<file path="src/acsr_pkg.sv">
/*
 * acsr_pkg: register map, field positions, reset values and timing counts
 * for the converter control, status and result block.
 * assumes: byte-wide register port at printed data-space offsets.
 */
package acsr_pkg;
    // ------------------------------------------------------------
    // register offsets
    // ------------------------------------------------------------
    localparam logic [7:0] OFF_RESULT_LOW = 8'h78;
    localparam logic [7:0] OFF_RESULT_HIGH = 8'h79;
    localparam logic [7:0] OFF_CONTROL_STATUS = 8'h7A;
    localparam logic [7:0] OFF_TRIGGER_CONTROL = 8'h7B;
    localparam logic [7:0] OFF_INPUT_SELECT = 8'h7C;
    localparam logic [7:0] OFF_PIN_DISABLE = 8'h7E;
    localparam logic [7:0] OFF_IRQ_STATUS = 8'h80;
    localparam logic [7:0] OFF_IRQ_MASK = 8'h81;
    // ------------------------------------------------------------
    // control/status fields
    // ------------------------------------------------------------
    localparam int BIT_CONVERTER_ON = 7;
    localparam int BIT_START_BUSY = 6;
    localparam int BIT_AUTO_TRIG_EN = 5;
    localparam int BIT_DONE_FLAG = 4;
    localparam int BIT_DONE_IRQ_EN = 3;
    localparam int BIT_LEFT_ALIGN = 5;
    localparam logic [7:0] TRIG_CTRL_WMASK = 8'h47;
    localparam logic [7:0] RESET_BYTE = 8'h00;
    // ------------------------------------------------------------
    // timing
    // ------------------------------------------------------------
    localparam logic [4:0] FIRST_CONV_CYCLES = 5'd25;
    localparam logic [4:0] NORMAL_CONV_CYCLES = 5'd13;
    localparam logic [2:0] TRIG_FREE_RUN = 3'h0;
    // irq status bits: 0 conversion done, 1 result overrun while locked
    localparam int IRQ_BITS = 2;
endpackage : acsr_pkg

</file>
<file path="src/acsr_ctrl.sv">
/*
 * acsr_ctrl: control, status and result logic of a 10-bit converter.
 * holds the prescaler, conversion sequencer, result lock and alignment,
 * auto-trigger selection, pin input disable and interrupt gathering.
 * assumes: the analog core supplies a 10-bit sample whenever a conversion
 * ends; trigger flags and pin levels come from outside this clock domain.
 */
`timescale 1ns/10ps

module acsr_ctrl
    import acsr_pkg::*;
#(
    parameter int RESULT_W = 10,
    parameter int PINS = 8
) (
    // clock and reset
    input wire logic mclk_in,
    input wire logic resetn_in,
    // register port
    input wire logic [7:0] reg_addr_in,
    input wire logic [7:0] reg_wdata_in,
    input wire logic reg_wr_in,
    input wire logic reg_rd_in,
    output logic [7:0] reg_rdata_out,
    // cpu interrupt handshake
    input wire logic global_irq_en_in,
    input wire logic vector_taken_in,
    output logic conv_irq_req_out,
    output logic irq_out,
    // analog core
    input wire logic [RESULT_W-1:0] sample_in,
    output logic core_power_out,
    output logic core_clk_en_out,
    output logic [4:0] input_select_out,
    output logic [1:0] ref_select_out,
    // trigger flags, index 1..7 used
    input wire logic [7:1] trig_flags_in,
    // analog pins
    input wire logic [PINS-1:0] pin_level_in,
    output logic [PINS-1:0] pin_read_out,
    output logic [PINS-1:0] pin_buf_off_out
);
    // ------------------------------------------------------------
    // helpers
    // ------------------------------------------------------------
    function automatic logic [6:0] div_mask(input logic [2:0] code);
        case (code)
            3'h0, 3'h1: div_mask = 7'h01;
            3'h2: div_mask = 7'h03;
            3'h3: div_mask = 7'h07;
            3'h4: div_mask = 7'h0F;
            3'h5: div_mask = 7'h1F;
            3'h6: div_mask = 7'h3F;
            default: div_mask = 7'h7F;
        endcase
    endfunction : div_mask

    function automatic logic hit(input logic [7:0] a, input logic [7:0] off);
        hit = (a == off);
    endfunction : hit

    typedef enum logic [1:0] {ACSR_IDLE, ACSR_CONV} acsr_state_t;

    // ------------------------------------------------------------
    // input synchronisers
    // ------------------------------------------------------------
    logic [7:1] trig_s1_q, trig_s2_q;
    logic [PINS-1:0] pin_s1_q, pin_s2_q;
    always_ff @(posedge mclk_in) begin
        if (!resetn_in) begin
            trig_s1_q <= '0;
            trig_s2_q <= '0;
            pin_s1_q <= '0;
            pin_s2_q <= '0;
        end else begin
            trig_s1_q <= trig_flags_in;
            trig_s2_q <= trig_s1_q;
            pin_s1_q <= pin_level_in;
            pin_s2_q <= pin_s1_q;
        end
    end

    // ------------------------------------------------------------
    // state
    // ------------------------------------------------------------
    logic on_q, on_d, auto_q, auto_d, done_q, done_d, ie_q, ie_d;
    logic [2:0] div_sel_q, div_sel_d, trig_sel_q, trig_sel_d;
    logic left_q, left_d;
    logic [4:0] mux_q, mux_d;
    logic [1:0] ref_q, ref_d;
    logic [PINS-1:0] dis_q, dis_d;
    logic [RESULT_W-1:0] res_q, res_d;
    logic lock_q, lock_d, first_q, first_d, trig_prev_q, trig_prev_d;
    logic [6:0] pre_q, pre_d;
    logic [4:0] cnt_q, cnt_d;
    acsr_state_t st_q, st_d;
    logic [IRQ_BITS-1:0] ist_q, ist_d, imask_q, imask_d;
    logic [7:0] rdata_q, rdata_d;

    logic wr_cs, wr_tc, wr_mx, wr_pd, wr_im;
    logic tick, trig_now, trig_rise, start_req, finish;
    logic [7:0] res_low, res_high, cs_byte, rd_mux;

    always_comb begin
        wr_cs = reg_wr_in && hit(reg_addr_in, OFF_CONTROL_STATUS);
        wr_tc = reg_wr_in && hit(reg_addr_in, OFF_TRIGGER_CONTROL);
        wr_mx = reg_wr_in && hit(reg_addr_in, OFF_INPUT_SELECT);
        wr_pd = reg_wr_in && hit(reg_addr_in, OFF_PIN_DISABLE);
        wr_im = reg_wr_in && hit(reg_addr_in, OFF_IRQ_MASK);
        // free run selects no flag so it never creates an edge
        trig_now = (trig_sel_q == TRIG_FREE_RUN) ? 1'b0 : trig_s2_q[trig_sel_q];
        // edge seen on the muxed signal, so a selection change can trigger
        trig_rise = trig_now && !trig_prev_q;
        tick = on_q && ((pre_q & div_mask(div_sel_q)) == div_mask(div_sel_q));
        // alignment applied at read time, so changing it acts at once
        if (left_q) begin
            res_high = res_q[9:2];
            res_low = {res_q[1:0], 6'h00};
        end else begin
            res_high = {6'h00, res_q[9:8]};
            res_low = res_q[7:0];
        end
        cs_byte = {on_q, (st_q == ACSR_CONV), auto_q, done_q, ie_q, div_sel_q};
        case (reg_addr_in)
            OFF_RESULT_LOW: rd_mux = res_low;
            OFF_RESULT_HIGH: rd_mux = res_high;
            OFF_CONTROL_STATUS: rd_mux = cs_byte;
            OFF_TRIGGER_CONTROL: rd_mux = {5'h00, trig_sel_q};
            OFF_INPUT_SELECT: rd_mux = {ref_q, left_q, mux_q};
            OFF_PIN_DISABLE: rd_mux = dis_q;
            OFF_IRQ_STATUS: rd_mux = {{(8-IRQ_BITS){1'b0}}, ist_q};
            OFF_IRQ_MASK: rd_mux = {{(8-IRQ_BITS){1'b0}}, imask_q};
            default: rd_mux = 8'h00;
        endcase
    end

    // ------------------------------------------------------------
    // next state
    // ------------------------------------------------------------
    always_comb begin
        on_d = on_q;
        auto_d = auto_q;
        ie_d = ie_q;
        div_sel_d = div_sel_q;
        trig_sel_d = trig_sel_q;
        left_d = left_q;
        mux_d = mux_q;
        ref_d = ref_q;
        dis_d = dis_q;
        imask_d = imask_q;
        lock_d = lock_q;
        res_d = res_q;
        first_d = first_q;
        st_d = st_q;
        cnt_d = cnt_q;
        pre_d = on_q ? pre_q + 7'h01 : 7'h00;
        trig_prev_d = trig_now;
        rdata_d = reg_rd_in ? rd_mux : 8'h00;
        done_d = done_q;
        ist_d = ist_q;
        finish = 1'b0;
        start_req = 1'b0;

        if (wr_cs) begin
            on_d = reg_wdata_in[BIT_CONVERTER_ON];
            auto_d = reg_wdata_in[BIT_AUTO_TRIG_EN];
            ie_d = reg_wdata_in[BIT_DONE_IRQ_EN];
            div_sel_d = reg_wdata_in[2:0];
            start_req = reg_wdata_in[BIT_START_BUSY]; // writing zero ignored
        end
        if (wr_tc) trig_sel_d = reg_wdata_in[2:0] & TRIG_CTRL_WMASK[2:0];
        if (wr_mx) begin
            ref_d = reg_wdata_in[7:6];
            left_d = reg_wdata_in[BIT_LEFT_ALIGN];
            mux_d = reg_wdata_in[4:0];
        end
        if (wr_pd) dis_d = reg_wdata_in;
        if (wr_im) imask_d = reg_wdata_in[IRQ_BITS-1:0];
        if (auto_q && trig_rise) start_req = 1'b1;
        if (!on_q && wr_cs && reg_wdata_in[BIT_CONVERTER_ON]) first_d = 1'b1;

        // result read lock
        if (reg_rd_in && hit(reg_addr_in, OFF_RESULT_LOW)) lock_d = 1'b1;
        if (reg_rd_in && hit(reg_addr_in, OFF_RESULT_HIGH)) lock_d = 1'b0;

        case (st_q)
            ACSR_IDLE: begin
                if (start_req && on_d) begin
                    st_d = ACSR_CONV;
                    cnt_d = (first_q || first_d) ? FIRST_CONV_CYCLES : NORMAL_CONV_CYCLES;
                    first_d = 1'b0;
                end
            end
            ACSR_CONV: begin
                if (tick) begin
                    if (cnt_q == 5'd1) begin
                        finish = 1'b1;
                        // free running re-arms itself on completion
                        st_d = (auto_q && trig_sel_q == TRIG_FREE_RUN) ? ACSR_CONV : ACSR_IDLE;
                        cnt_d = NORMAL_CONV_CYCLES;
                    end else begin
                        cnt_d = cnt_q - 5'd1;
                    end
                end
            end
            default: st_d = ACSR_IDLE;
        endcase
        if (!on_d) begin
            st_d = ACSR_IDLE;
            first_d = 1'b0;
        end

        // a clear through write or vector loses to a new completion
        if (wr_cs && reg_wdata_in[BIT_DONE_FLAG]) done_d = 1'b0;
        if (vector_taken_in) done_d = 1'b0;
        if (reg_rd_in && hit(reg_addr_in, OFF_IRQ_STATUS)) ist_d = '0;
        if (finish) begin
            if (!lock_d) begin
                res_d = sample_in; // result written in the same cycle the flag rises
                done_d = 1'b1;
                ist_d[0] = 1'b1;
            end else begin
                ist_d[1] = 1'b1;
            end
        end
    end

    // ------------------------------------------------------------
    // control registers
    // ------------------------------------------------------------
    // software-visible settings, all cleared by reset
    always_ff @(posedge mclk_in) begin
        if (!resetn_in) begin
            on_q <= 1'b0;
            auto_q <= 1'b0;
            ie_q <= 1'b0;
            div_sel_q <= 3'h0;
            trig_sel_q <= 3'h0;
            left_q <= 1'b0;
            mux_q <= 5'h00;
            ref_q <= 2'h0;
            dis_q <= RESET_BYTE;
            imask_q <= '0;
        end else begin
            on_q <= on_d;
            auto_q <= auto_d;
            ie_q <= ie_d;
            div_sel_q <= div_sel_d;
            trig_sel_q <= trig_sel_d;
            left_q <= left_d;
            mux_q <= mux_d;
            ref_q <= ref_d;
            dis_q <= dis_d;
            imask_q <= imask_d;
        end
    end

    // ------------------------------------------------------------
    // sequencer registers
    // ------------------------------------------------------------
    // prescaler restarts from zero at each enable, so tick phase is free
    always_ff @(posedge mclk_in) begin
        if (!resetn_in) begin
            first_q <= 1'b0;
            trig_prev_q <= 1'b0;
            pre_q <= 7'h00;
            cnt_q <= 5'h00;
            st_q <= ACSR_IDLE;
        end else begin
            first_q <= first_d;
            trig_prev_q <= trig_prev_d;
            pre_q <= pre_d;
            cnt_q <= cnt_d;
            st_q <= st_d;
        end
    end

    // ------------------------------------------------------------
    // result and lock registers
    // ------------------------------------------------------------
    // raw sample kept; alignment is only a view at read time
    always_ff @(posedge mclk_in) begin
        if (!resetn_in) begin
            res_q <= '0;
            lock_q <= 1'b0;
        end else begin
            res_q <= res_d;
            lock_q <= lock_d;
        end
    end

    // ------------------------------------------------------------
    // flag and readback registers
    // ------------------------------------------------------------
    // read data stands one cycle and is zero otherwise
    always_ff @(posedge mclk_in) begin
        if (!resetn_in) begin
            done_q <= 1'b0;
            ist_q <= '0;
            rdata_q <= RESET_BYTE;
        end else begin
            done_q <= done_d;
            ist_q <= ist_d;
            rdata_q <= rdata_d;
        end
    end

    // ------------------------------------------------------------
    // outputs
    // ------------------------------------------------------------
    always_comb begin
        reg_rdata_out = rdata_q;
        conv_irq_req_out = done_q && ie_q && global_irq_en_in;
        irq_out = |(ist_q & imask_q);
        core_power_out = on_q;
        core_clk_en_out = tick && (st_q == ACSR_CONV);
        input_select_out = mux_q;
        ref_select_out = ref_q;
        pin_buf_off_out = dis_q;
        pin_read_out = pin_s2_q & ~dis_q;
    end
endmodule : acsr_ctrl

</file>
<file path="config.mk">
export PLATFORM = sky130hd
export DESIGN_NAME = acsr_ctrl
export DESIGN_NICKNAME = d
export VERILOG_FILES = /design/src/acsr_pkg.sv /design/src/acsr_ctrl.sv
export SDC_FILE = /design/constraint.sdc
export NUM_CORES = 1
export LEC_CHECK = 0
export BUFFER_PORTS_ARGS = -buffer_cell sky130_fd_sc_hd__buf_2
export CORE_MARGIN = 1
export CORE_UTILIZATION = 55
export CTS_CLUSTER_DIAMETER = 40
export DETAILED_ROUTE_END_ITERATION = 7
export GPL_TIMING_DRIVEN = 0
export PLACE_DENSITY = 0.85
export SLEW_MARGIN = 20
export SYNTH_ARGS = -nofsm -noshare
export SYNTH_HDL_FRONTEND = slang
export SYNTH_SLANG_ARGS = --single-unit
</file>
<file path="constraint.sdc">
create_clock -name mclk_in -period 2.5 [get_ports mclk_in]
set_clock_uncertainty 0.05 [all_clocks]
set_input_delay 0.5 -clock mclk_in [delete_from_list [all_inputs] [get_ports mclk_in]]
set_output_delay 0.5 -clock mclk_in [all_outputs]
set_load 0.1 [all_outputs]
</file>
**Word-level counts from Yosys, hierarchy flattened**

Index checks and enable logic that the tools add are counted.

- Logic and storage cells: 122
- Output and inout bits: 35
- Register bits after elaboration: 95
- Input port bits: 47

- Reductions and logical operators: 34
- Bitwise operators: 5
- Add/subtract/negate cells: 2
- Equality and inequality tests: 20
- Multiplexer cells: 36
- $lt $le $gt $ge: 1

Operators with widths:

| kind | number |
|---|---|
| 8-bit case mux with 8 select lines | 1 |
| 8-bit by 7-bit equality test with 1-bit output, second input constant | 6 |
| 7-bit case mux with 6 select lines | 1 |
| 1-bit 2-to-1 mux | 20 |
| 5-bit 2-to-1 mux | 4 |
| 1-bit logical AND | 19 |
| 8-bit equality test, second input constant | 2 |
| 8-bit 2-to-1 mux | 2 |
| 2-bit 2-to-1 mux | 5 |
| 5-bit case mux with 2 select lines | 1 |
| 3-bit equality test, second input constant | 3 |
| 8-bit AND | 1 |
| 8-bit inverter | 1 |
| 2-bit AND reduction | 4 |
| 7-bit by 1-bit adder with 7-bit output, second input constant | 1 |
| 7-bit AND | 1 |
| 7-bit equality test | 1 |
| 3-bit by 2-bit equality test with 1-bit output, second input constant | 2 |
| 3-bit zero test | 2 |
| 3-bit AND reduction | 2 |
| 5-bit by 1-bit equality test with 1-bit output, second input constant | 1 |
| 5-bit by 1-bit subtractor with 5-bit output, second input constant | 1 |
| 3-bit by 4-bit < comparator with 1-bit output, second input constant | 1 |
| 2-bit != test, second input constant | 2 |
| other kinds (12) | 14 |

**Logic depth before layout (Yosys ltp)**

Gate-level depths: netlist of the first run.

- Depth after elaboration: 9
- Gate-level depth with buffers: 7

**Worst setup path before layout of the first run**

No wires, ideal clock.

- Path kind: register to register
- Start: register on_q (netlist: core_power_out)
- End: register cnt_q[0]
- Stages on the path, launching flop included: 7
- Clock period less this slack: 2.892 ns
- Data required time: 2.331 ns
- Slack: -0.392 ns
- Arrival time: 2.723 ns
- Cells stage by stage: dfxtp_1 > nand3_1 > a21oi_1 > nand3_2 > inv_1 > mux2i_1 > o221a_1

- Cells in the longest elaborated chain, start to end: 4
- Elaborated cells between the ends (all ways): 6
- Those cells by class: eq/ne: 2; mux: 1; reduce/logical: 3

Ends and longest elaborated chain:

| element | RTL line | text |
|---|---|---|
| start, declared | acsr_ctrl.sv:86 | `logic on_q, on_d, auto_q, auto_d, done_q, done_d, ie_q, ie_d;` |
| start signal, assigned | acsr_ctrl.sv:245 | `on_q <= on_d;` |
| 1-bit 2-to-1 mux | acsr_ctrl.sv:164 | `if (wr_cs) begin` |
| 1-bit logical AND | acsr_ctrl.sv:188 | `if (start_req && on_d) begin` |
| 2-bit != test (no source line) | - |  |
| 3-bit AND reduction (no source line) * | - |  |
| end signal, assigned | acsr_ctrl.sv:273 | `cnt_q <= cnt_d;` |
| end, declared | acsr_ctrl.sv:95 | `logic [4:0] cnt_q, cnt_d;` |

Mark *: on every way between the ends. The rest lies on a longest branch, timed or not.
A chain may end at the register's enable or synchronous reset.

**Worst setup path after layout of the first run**

- Start: register div_sel_q[1]
- End: output core_clk_en_out

- Cells in the longest elaborated chain, start to end: 7
- Elaborated cells between the ends (all ways): 13
- Those cells by class: eq/ne: 7; mux: 1; bitwise: 1; reduce/logical: 4

Ends and longest elaborated chain:

| element | RTL line | text |
|---|---|---|
| start, declared | acsr_ctrl.sv:87 | `logic [2:0] div_sel_q, div_sel_d, trig_sel_q, trig_sel_d;` |
| start signal, assigned | acsr_ctrl.sv:248 | `div_sel_q <= div_sel_d;` |
| 3-bit by 1-bit equality test with 1-bit output / 3-bit zero test (equally long branches) | acsr_ctrl.sv:47 | `case (code)` |
| 2-bit OR reduction | acsr_ctrl.sv:47 |  |
| 7-bit case mux with 6 select lines * | acsr_ctrl.sv:47 |  |
| 7-bit AND | acsr_ctrl.sv:114 | `tick = on_q && ((pre_q & div_mask(div_sel_q)) == div_mask(div_sel_q));` |
| 7-bit equality test * | acsr_ctrl.sv:114 |  |
| 1-bit logical AND * | acsr_ctrl.sv:114 |  |
| 1-bit logical AND * | acsr_ctrl.sv:316 | `core_clk_en_out = tick && (st_q == ACSR_CONV);` |
| end, declared | acsr_ctrl.sv:33 | `output logic core_clk_en_out,` |

Marked as above.

==> metrics.md, run 1 <==
| Metric | Value |
|---|---|
| Post-route worst setup slack | `0.0695 ns` |
| Area contributors post-synth | `dfxtp_1 (46%), mux2i_1 (6.8%), nand2_1 (5.4%)` |
| Proportion of layout cells with a drive suffix above 1 | `26.8%` |
| Final setup TNS | `0 ns` |
| Status | `finished, final reports clean` |
| Die height | `88.5 um` |
| CTS HTree Levels | `3` |
| Die W | `88.5 um` |
| Reg-to-reg critical path startpoint | `cnt_q[1]$_SDFFE_PN0P_` |
| Hold Startpoint | `trig_flags_in[7]` |
| Hold path cells | `2` |
| Final #Nets | `579` |
| Post-layout instance area | `0.00487 mm^2` |
| Syn nets | `488` |
| FF-to-FF path depth | `6` |
| Hold buffers post-CTS | `0` |
| Post-synth ARST share | `0%` |
| Cells after Synth | `438` |
| TritonCTS clock tree | `yes` |
| LEAKAGE | `1.93 nW` |
| Pwr Density | `553 mW/mm^2` |
| Root Driver | `clkbuf_8` |
| DRC Markers | `0` |
| Avg Synthesized Cell Area | `9.39 um^2` |
| Crit Path Category | `reg2out` |
| Main flop type after synthesis | `dfxtp_1` |
| Antenna Nets Post-Route | `0` |
| Maximum clock path buffer count | `2` |
| Final wirelength | `10.2 mm` |
| Drt wl/cell | `16.2 um` |
| Synthesized cell area | `0.00411 mm^2` |
| Slew margin rel. | `38.9%` |
| Netlist cell types | `63` |
| Dpl cells | `617` |
| Post-synth EDFFs | `0` |
| Worst Path Max Fanout | `6` |
| Die Area | `0.00783 mm^2` |
| Worst-margin pin slew | `0.909 ns` |
| RSZ-0062 raised after global routing | `false` |
| Synthesized flop and latch total | `94` |
| Vias in the first global route | `3395` |
| WP data required | `1.95 ns` |
| Largest net degree at the start of global routing | `19` |
| Detailed Routing Iterations Pass 1 | `7` |
| Minimum clock period after layout | `2.43 ns` |
| Sinks on Clock Net | `94` |
| Starting Density | `56.7%` |
| DP Area | `0.00466 mm^2` |
| Count of filler cells inserted in the layout | `587` |
| First-pass GRT wire length | `16.2 mm` |
| GRT Overall Usage | `27.3%` |
| Post-synthesis sequential area ratio | `45.8%` |
| Final worst-path cycle share | `97.2%` |
| Core Util, Final | `67.1%` |
| Core box area | `0.00725 mm^2` |
| Metal3 WL | `717 um` |
| I/O pin count | `82` |
| Metal2 WL | `4.85 mm` |
| Highest ir drop seen on vdd | `0.421 mV` |
| Wl on met1 | `4.41 mm` |
| Crit. Startpoint | `div_sel_q[1]$_SDFFE_PN0N_` |
| Final setup vio count | `0` |
| Row cnt | `31` |
| Synth-to-Final Area Change | `18.4%` |
| Iteration-0 DRC Markers | `261` |
| Worst skew pair latency | `0.37 ns` |
| Top Metal Used | `met4` |
| Antenna violations before repair | `0` |
| Via density | `5.68` |
| Cell with the most instances after synthesis | `dfxtp_1` |
| Number of I/O port buffers | `80` |
| Top post-synthesis cells by count | `dfxtp_1 (94), nand2_1 (59), and2_1 (32), a21oi_1 (31), nor2_1 (31)` |
| Via count | `3598` |
| Ys Warns | `0` |
| Final hold viol count | `0` |
| Place WS | `0.0847 ns` |
| Grt ovf | `0` |
| Hold Path Class | `in2reg` |
| Worst-path clk slew | `0.10 ns` |
| GPL Wtd Cong | `0.935` |
| DP HPWL | `7.50 mm` |
| CP Launch Type | `flop` |
| CP Capture Type | `primary output` |
| Top cell type's share of synthesized area | `45.8%` |
| CTS Buf Count | `9` |
| Non-Filler Instances | `633` |
| Synth area leader | `dfxtp_1` |
| Max-Cap Viols | `0` |
| Diode count | `0` |
| Max-slew violation count | `0` |
| Max Fclk | `411 MHz` |
| Worst EP arrival | `1.88 ns` |
| Setup fix buffers added after clock tree synthesis | `0` |
-- cell usage in the layout, fill, tap and decap left out, drive strengths merged, types with 4 or more instances in the layout --
cell / instances
nor2b: 10
o21ai: 10
mux2: 13
and3: 7
clkbuf: 26
nor2: 31
a22oi: 5
nand3: 14
mux2i: 28
a21oi: 32
a222oi: 4
nand2: 59
nor3: 5
dfxtp: 94
buf: 88
inv: 13
and2: 33
-- worst max-delay path, stage by stage, from the launching register on --
cell and delay (ns):
dfxtp_1 0.39, and3b_1 0.23, o31ai_4 0.32, nand3_4 0.17
clkinvlp_4 0.17, buf_6 0.24
-- cell type report --
cell class / instances / area, um^2 / area share [%]
buffer: 25 / 115 / 2.36
clock buffer: 9 / 124 / 2.54
clock inverter: 7 / 62.6 / 1.29
inverter: 11 / 45.0 / 0.925
multi-input combinational: 308 / 2110 / 43.3
sequential: 94 / 1880 / 38.7
tap: 99 / 124 / 2.54
timing repair buffer: 80 / 407 / 8.35
-- path summary, 6_finish.rpt --
kind / end / slack, ns
setup / recovery: core_clk_en_out / 0.07
hold / removal: trig_s1_q[7]$_SDFF_PN0_ / 0.28
setup reg to reg: res_q[6]$_SDFFE_PN0P_ / 0.34
hold reg to reg: pin_s2_q[4]$_SDFF_PN0_ / 0.39
-- cell families after synthesis --
family                   share of synthesized area, %
AND/OR/NAND/NOR                                  25.2
flip-flops                                       45.8
AO/OA/AOI/OAI                                    12.2
multiplexers                                     11.2
buffers and inverters                            3.80
XOR/XNOR                                        0.852
adder cells (fa/ha/maj)                         0.913
-- registers in the layout, indices dropped and copies added (netlist names), 7 cells and up --
signal / cells
trig_s2_q: 7
reg_rdata_out: 8
pin_buf_off_out: 8
res_q: 10
pre_q: 7
pin_s1_q: 8
trig_s1_q: 7
pin_s2_q: 8
-- power breakdown --
part	internal [W]	switching [W]	total [W]	leakage, nW
Combinational	0.0000651	0.000128	0.000193	1.07
Sequential	0.00152	0.00000587	0.00153	0.764
Clock	0.000383	0.000591	0.000973	0.0927
-- metrics by stage --
step	total power (W)	hold slack, ns
after floorplan	0.00167	0.362
after global placement	0.00175	0.366
after detailed placement	0.00175	0.373
after CTS	0.00268	0.276
after global routing	0.00276	0.280
final	0.00269	0.275
-- per-layer routing --
| layer | track usage, % | up-vias |
|---|---|---|
| li1 | - | 1704 |
| met1 | 35.2 | 1689 |
| met2 | 44.8 | 175 |
| met3 | 4.66 | 30 |
| met4 | 12.8 | 0 |
| met5 | 0 | - |
-- what timing repair did --
| action | 4_1_cts | 5_1_grt |
|---|---|---|
| cloned | 0 | 0 |
| endpoints found under the setup margin | 1 | 1 |
| resized for setup | 2 | 3 |
| endpoints found under the hold margin | 0 | 0 |
Note: power is estimated with default switching activity, not from simulation.
==> run 2: changes to the inputs <==
--- a/config.mk
+++ b/config.mk
@@ -7,12 +7,11 @@
 export LEC_CHECK = 0
 export BUFFER_PORTS_ARGS = -buffer_cell sky130_fd_sc_hd__buf_2
 export CORE_MARGIN = 1
-export CORE_UTILIZATION = 55
+export CORE_UTILIZATION = 50
 export CTS_CLUSTER_DIAMETER = 40
 export DETAILED_ROUTE_END_ITERATION = 7
 export GPL_TIMING_DRIVEN = 0
-export PLACE_DENSITY = 0.85
-export SLEW_MARGIN = 20
+export PLACE_DENSITY = 0.79
 export SYNTH_ARGS = -nofsm -noshare
 export SYNTH_HDL_FRONTEND = slang
 export SYNTH_SLANG_ARGS = --single-unit
==> run 2 against run 1 <==
  * Die area increased by 9.8%
  * Critical endpoint unchanged
  * Flip-flop and latch count unchanged
  * Clock power increased by 8%
  * Power increased by 2.8%
  * Sequential share of layout area decreased by 0.22 points
  * Via count decreased by 1.3%
  * Sequential power about the same
  * Utilization decreased by 4.7 points
  * Critical path depth unchanged
==> metrics.md, run 2 (synthesis results as in run 1) <==
| Metric | Value |
|---|---|
| Grt ovf | `0 (unchanged)` |
| DP HPWL | `7.62 mm (+1.6%)` |
| Via density | `5.57 (-2.0%)` |
| Diode count | `0 (unchanged)` |
| Cell internal pwr | `0.00206 W (+4.7%)` |
| LEAKAGE | `1.94 nW (+0.50%)` |
| Antenna Nets Post-Route | `0 (unchanged)` |
| Final hold viol count | `0 (unchanged)` |
| Largest register FFs | `10 (unchanged)` |
| Count of filler cells inserted in the layout | `667 (+14%)` |
| Core box area | `0.00785 mm^2 (+8.2%)` |
| Root Driver | `clkbuf_8` |
| Largest net degree at the start of global routing | `18 (-1)` |
| Final setup vio count | `0 (unchanged)` |
| Via count | `3550 (-1.3%)` |
| Final #Nets | `580 (+0.17%)` |
| Worst-margin pin slew | `0.957 ns (+0.0484 ns)` |
| Dpl cells | `620 (+0.49%)` |
| Sequential fraction of design power | `55.1% (-1.6 points)` |
| CTS HTree Levels | `3 (unchanged)` |
| RSZ-0062 raised after global routing | `false` |
| Final worst-path cycle share | `97.0% (-0.18 points)` |
| Final setup TNS | `0 ns (unchanged)` |
| Proportion of layout cells with a drive suffix above 1 | `26.9% (+0.14 points)` |
| GRT Overall Usage | `25.5% (-1.8 points)` |
| Post-route worst setup slack | `0.0741 ns (+0.00454 ns)` |
| Reg area | `0.00188 mm^2 (unchanged)` |
| NetSw | `0.000710 W (-2.1%)` |
| Hold Path Class | `in2reg` |
| Synth-to-Final Area Change | `19.1%` |
| Status | `finished, final reports clean` |
| Minimum clock period after layout | `2.43 ns (-0.00454 ns)` |
| Worst EP arrival | `1.88 ns (about the same)` |
| Drt wl/cell | `16.3 um (+0.94%)` |
| Place WS | `0.100 ns (+0.0154 ns)` |
| Starting Density | `52.4% (-4.3 points)` |
| WP data required | `1.95 ns (about the same)` |
| Sw frac | `25.6% (-1.3 points)` |
| Hold buffers post-CTS | `0 (unchanged)` |
| DP Area | `0.00466 mm^2 (about the same)` |
| Area of the multi-input gates | `0.00211 mm^2 (unchanged)` |
| Worst skew pair latency | `0.37 ns (about the same)` |
| Logic pwr share | `7.1% (about the same)` |
| Clock power share | `37.9% (+1.7 points)` |
| Pwr Density | `565 mW/mm^2 (+2.3%)` |
| Die Area | `0.00859 mm^2 (+9.8%)` |
| GPL Wtd Cong | `0.885 (-5.3%)` |
| Max Fclk | `412 MHz (+0.19%)` |
| Number of I/O port buffers | `80 (unchanged)` |
| Commonest non-fill, non-tap cell in the layout | `dfxtp_1` |
| Crit Path Category | `reg2out` |
| Max-slew violation count | `0 (unchanged)` |
| Slew margin rel. | `35.7% (-3.3 points)` |
| CTS Buf Count | `9 (unchanged)` |
| Worst Path Max Fanout | `6 (unchanged)` |
| First-pass GRT wire length | `16.7 mm (+3.4%)` |
| Vias in the first global route | `3423 (+0.82%)` |
| Largest register by flop count | `res_q` |
| CP Capture Type | `primary output` |
| CP Launch Type | `flop` |
| Post-layout instance area | `0.00490 mm^2 (+0.57%)` |
| Iteration-0 DRC Markers | `256 (-1.9%)` |
| Detailed Routing Iterations Pass 1 | `7 (unchanged)` |
| I/O pin count | `82 (unchanged)` |
| Sinks on Clock Net | `94 (unchanged)` |
| Max-Cap Viols | `0 (unchanged)` |
| Final wirelength | `10.4 mm (+1.6%)` |
| Commonest non-fill, non-tap cells in the layout | `dfxtp_1 (93), buf_2 (84), nand2_1 (59)` |
| Maximum clock path buffer count | `2 (unchanged)` |
| Core Util, Final | `62.4% (-4.7 points)` |
| Row cnt | `32 (+3.2%)` |
| DRC Markers | `0 (unchanged)` |
| Highest ir drop seen on vdd | `0.399 mV (-5.1%)` |
| Antenna violations before repair | `0 (unchanged)` |
| Die W | `92.7 um (+4.8%)` |
| Non-Filler Instances | `637 (+0.63%)` |
| TritonCTS clock tree | `yes` |
| Die height | `92.7 um (+4.8%)` |
| Worst-path clk slew | `0.10 ns (about the same)` |
[run 2: cell types whose count changed in the layout (fill, tap and decap cells not counted)]
cell	change
buf_4	+1
clkinv_4	-2
inv_6	-1
bufinv_16	+1
clkinv_2	+1
clkinvlp_4	+1
[run 2: cell type report]
| class | count | share of cell area, % |
|---|---|---|
| Clock inverter | 7 | 1.61 |
| Sequential cell | 94 | 38.5 |
| Buffer | 25 | 2.35 |
| Tap cell | 102 | 2.61 |
| Clock buffer | 9 | 2.53 |
| Inverter | 11 | 0.920 |
| Timing Repair Buffer | 81 | 8.46 |
| Multi-Input combinational cell | 308 | 43.1 |
[run 2: critical path, stage by stage (launching register included)]
cell	delay (ns)
dfxtp_1	0.39
and3b_1	0.24
o31ai_4	0.29
nand3_4	0.16
clkinvlp_4	0.18
buf_6	0.24
[run 2: metrics by stage]
step                hold WS [ns]  power [W]
floorplan                  0.362    0.00167
global placement           0.365    0.00175
detailed placement         0.371    0.00175
CTS                        0.268    0.00277
global route               0.274    0.00285
finish                     0.276    0.00277
[run 2: worst paths after layout]
kind	from	endpoint	slack, ns	cells past startpoint
min reg2reg	pin_s1_q[2]$_SDFF_PN0_	pin_s2_q[2]$_SDFF_PN0_	0.39	1
max	div_sel_q[1]$_SDFFE_PN0N_	core_clk_en_out	0.07	5
min	pin_level_in[1]	pin_s1_q[1]$_SDFF_PN0_	0.28	2
max reg2reg	cnt_q[1]$_SDFFE_PN0P_	res_q[4]$_SDFFE_PN0P_	0.31	6
[run 2: routing by layer]
layer / GRT usage (%) / routed length (um) / vias up
met5: 0 / 0 / -
met1: 32.6 / 4630 / 1678
met2: 41.9 / 4910 / 143
met3: 4.84 / 599 / 22
met4: 11.5 / 256 / 0
li1: - / - / 1707
[run 2: power groups by stage]
stage               Combinational, W  Sequential, W  Clock [W]
detailed placement          0.000193        0.00156          0
floorplan                   0.000111        0.00156          0
global route                0.000208        0.00153    0.00112
global placement            0.000188        0.00156          0
finish                      0.000195        0.00152    0.00105
CTS                         0.000194        0.00152    0.00105
[run 2: repair_timing]
item,in CTS,in global routing
endpoints found under the setup margin,1,1
gates resized for setup,4,1
pin swaps,0,1
buffers inserted,0,1
endpoints found under the hold margin,0,0
==> run 3: changes to the inputs <==
--- a/config.mk
+++ b/config.mk
@@ -6,7 +6,6 @@
 export NUM_CORES = 1
 export LEC_CHECK = 0
 export BUFFER_PORTS_ARGS = -buffer_cell sky130_fd_sc_hd__buf_2
-export CORE_MARGIN = 1
 export CORE_UTILIZATION = 50
 export CTS_CLUSTER_DIAMETER = 40
 export DETAILED_ROUTE_END_ITERATION = 7
==> constraint.sdc (replaced) <==
create_clock -name mclk_in -period 2.9 [get_ports mclk_in]
set_clock_uncertainty 0.05 [all_clocks]
set_input_delay 0.58 -clock mclk_in [delete_from_list [all_inputs] [get_ports mclk_in]]
set_output_delay 0.58 -clock mclk_in [all_outputs]
set_load 0.1 [all_outputs]
==> run 3 against run 2 <==
  * Utilization down 0.80 points
  * Wire length up 0.12%
  * Final cell count down 0.16%
  * Flip-flop and latch count unchanged
  * Via count up 2.0%
  * Register-to-register slack better by 0.44 ns
  * Final area down 1.3%
  * Critical endpoint unchanged
  * Clock power down 19%
  * Global-route usage down 0.17 points
  * Largest cell class unchanged
  * Die area unchanged
  * Combinational power down 15%
  * Worst hold slack better by 0.084 ns
==> metrics.md, run 3 (synthesis results as in run 1) <==
| Metric | Value |
|---|---|
| Status | `finished, final reports clean` |
| RSZ-0062 raised after global routing | `false` |
| Commonest non-fill, non-tap cell in the layout | `dfxtp_1` |
| Maximum clock path buffer count | `2 (unchanged)` |
| Sequential fraction of design power | `56.4% (+1.3 points)` |
| Logic pwr share | `7.1% (about the same)` |
| Number of I/O port buffers | `80 (unchanged)` |
| Die Area | `0.00859 mm^2 (unchanged)` |
| Largest register by flop count | `res_q` |
| Dpl cells | `620 (unchanged)` |
| Drt wl/cell | `16.4 um (+0.27%)` |
| Setup fix buffers added after clock tree synthesis | `0 (unchanged)` |
| FF-to-FF End | `res_q[2]$_SDFFE_PN0P_` |
| Hold path cells | `2 (unchanged)` |
| WP data required | `2.27 ns (+0.32 ns)` |
| Synth-to-Final Area Change | `17.6%` |
| Antenna Nets Post-Route | `0 (unchanged)` |
| GPL Wtd Cong | `0.864 (-2.4%)` |
| CP max stage delay | `0.43 ns (+0.04 ns)` |
| Largest register FFs | `10 (unchanged)` |
| CP Capture Type | `primary output` |
| Die height | `92.7 um (unchanged)` |
| First-pass GRT wire length | `16.8 mm (+0.54%)` |
| CP delay by family, top | `buffers and inverters` |
| Root Driver | `clkbuf_8` |
| Via density | `5.69 (+2.2%)` |
| Row cnt | `32 (unchanged)` |
| Largest net degree at the start of global routing | `18 (unchanged)` |
| Proportion of layout cells with a drive suffix above 1 | `24.7% (-2.2 points)` |
| R2R setup slack | `0.75 ns (+0.44 ns)` |
| FF-to-FF path depth | `6 (unchanged)` |
| Sinks on Clock Net | `94 (unchanged)` |
| CP Cell Sequence | `a21boi_1, o21ai_1, nand3_2, inv_1, clkbuf_4` |
| DRC Markers | `0 (unchanged)` |
| Worst-margin pin slew | `0.970 ns (+0.0125 ns)` |
| Core box area | `0.00785 mm^2 (unchanged)` |
| Commonest non-fill, non-tap cells in the layout | `dfxtp_1 (93), buf_2 (84), nand2_1 (59)` |
| Antenna violations before repair | `0 (unchanged)` |
| Final setup vio count | `0 (unchanged)` |
| Hold Path Class | `in2reg` |
| Slew margin rel. | `34.8% (-0.84 points)` |
| Final #Nets | `579 (-0.17%)` |
| TritonCTS clock tree | `yes` |
| Clock power share | `36.5% (-1.4 points)` |
| Starting Density | `52.4% (unchanged)` |
| Final setup TNS | `0 ns (unchanged)` |
| Highest ir drop seen on vdd | `0.401 mV (+0.48%)` |
| Cell internal pwr | `0.00172 W (-17%)` |
| Minimum clock period after layout | `2.67 ns` |
| Place WS | `0.399 ns (+0.299 ns)` |
| CTS HTree Levels | `3 (unchanged)` |
| Critical Path Slowest Stage Cell | `dfxtp_1` |
| CP Launch Type | `flop` |
| CTS Buf Count | `9 (unchanged)` |
| I/O pin count | `82 (unchanged)` |
| Final worst-path cycle share | `92.2%` |
| LEAKAGE | `1.94 nW (about the same)` |
| Detailed Routing Iterations Pass 1 | `6 (-1)` |
| Max Fclk | `374 MHz` |
| Die W | `92.7 um (unchanged)` |
| Sw frac | `26.3% (+0.70 points)` |
| CP bufs+invs | `2 (unchanged)` |
| Crit Path Category | `reg2out` |
| Worst Hold End | `pin_s1_q[6]$_SDFF_PN0_` |
| Final wirelength | `10.4 mm (+0.12%)` |
| Iteration-0 DRC Markers | `308 (+20%)` |
| Max-slew violation count | `0 (unchanged)` |
| GRT Overall Usage | `25.4% (-0.17 points)` |
| Via count | `3621 (+2.0%)` |
| Grt ovf | `0 (unchanged)` |
| Final hold viol count | `0 (unchanged)` |
| Worst EP arrival | `2.04 ns (+0.16 ns)` |
| DP HPWL | `7.78 mm (+2.1%)` |
| Worst Path Max Fanout | `6 (unchanged)` |
| Hold Startpoint | `pin_level_in[6]` |
| Max-Cap Viols | `0 (unchanged)` |
| Reg-to-reg critical path startpoint | `cnt_q[1]$_SDFFE_PN0P_` |
| NetSw | `0.000614 W (-14%)` |
| Pwr Density | `482 mW/mm^2 (-15%)` |
| Worst skew pair latency | `0.37 ns (about the same)` |
| Non-Filler Instances | `636 (-0.16%)` |
| Diode count | `0 (unchanged)` |
| Worst-path clk slew | `0.10 ns (about the same)` |
| Post-route worst setup slack | `0.227 ns (+0.153 ns)` |
| Vias in the first global route | `3476 (+1.5%)` |
-- run 3: metrics by stage --
stage	cell area, um^2	total power, W	util [%]	hold slack, ns
after CTS	4830	0.00234	61.6	0.352
after floorplan	4110	0.00144	-	0.362
after global routing	4830	0.00240	61.6	0.349
after global placement	4640	0.00151	59.1	0.367
final	4830	0.00233	61.6	0.360
after detailed placement	4640	0.00151	59.1	0.369
-- run 3: power groups by stage --
| stage | registers, W | logic [W] | clock network (W) |
|---|---|---|---|
| global route | 0.00132 | 0.000178 | 0.000909 |
| CTS | 0.00131 | 0.000165 | 0.000857 |
| detailed placement | 0.00134 | 0.000165 | 0 |
| floorplan | 0.00134 | 0.0000948 | 0 |
| finish | 0.00131 | 0.000166 | 0.000850 |
| global placement | 0.00134 | 0.000162 | 0 |
-- run 3: worst max path at each step --
stage	from	to	slack [ns]	cells past startpoint
2_1_floorplan	pin_buf_off_out[5]$_SDFFE_PN0P_	pin_read_out[5]	0.13	1
3_3_place_gp	reg_addr_in[2]	res_q[6]$_SDFFE_PN0P_	0.45	7
6_report	pre_q[4]$_SDFF_PN0_	core_clk_en_out	0.23	5
5_1_grt	st_q[0]$_SDFFE_PN0P_	core_clk_en_out	0.07	5
4_1_cts	pre_q[4]$_SDFF_PN0_	core_clk_en_out	0.15	5
3_5_place_dp	reg_addr_in[2]	res_q[6]$_SDFFE_PN0P_	0.40	7
-- run 3: cell type report --
type / count / area, um^2
Sequential cell: 94 / 1880
Inverter: 11 / 41.3
Tap cell: 102 / 128
Fill cell: 681 / 3010
Buffer: 25 / 115
Multi-Input combinational cell: 308 / 2070
Clock buffer: 10 / 138
Clock inverter: 6 / 52.6
Timing Repair Buffer: 80 / 403
-- run 3: what timing repair did --
action | CTS | global route
hold buffers | 0 | 0
gates resized for setup | 0 | 1
hold endpoints to repair | 0 | 0
setup endpoints to repair | 0 | 1
-- run 3: routing by layer --
layer	vias up	wire (um)	global-route usage (%)
li1	1708	-	-
met5	-	0	0
met3	36	779	6.73
met1	1726	4380	30.8
met2	151	4870	41.3
met4	0	378	12.9
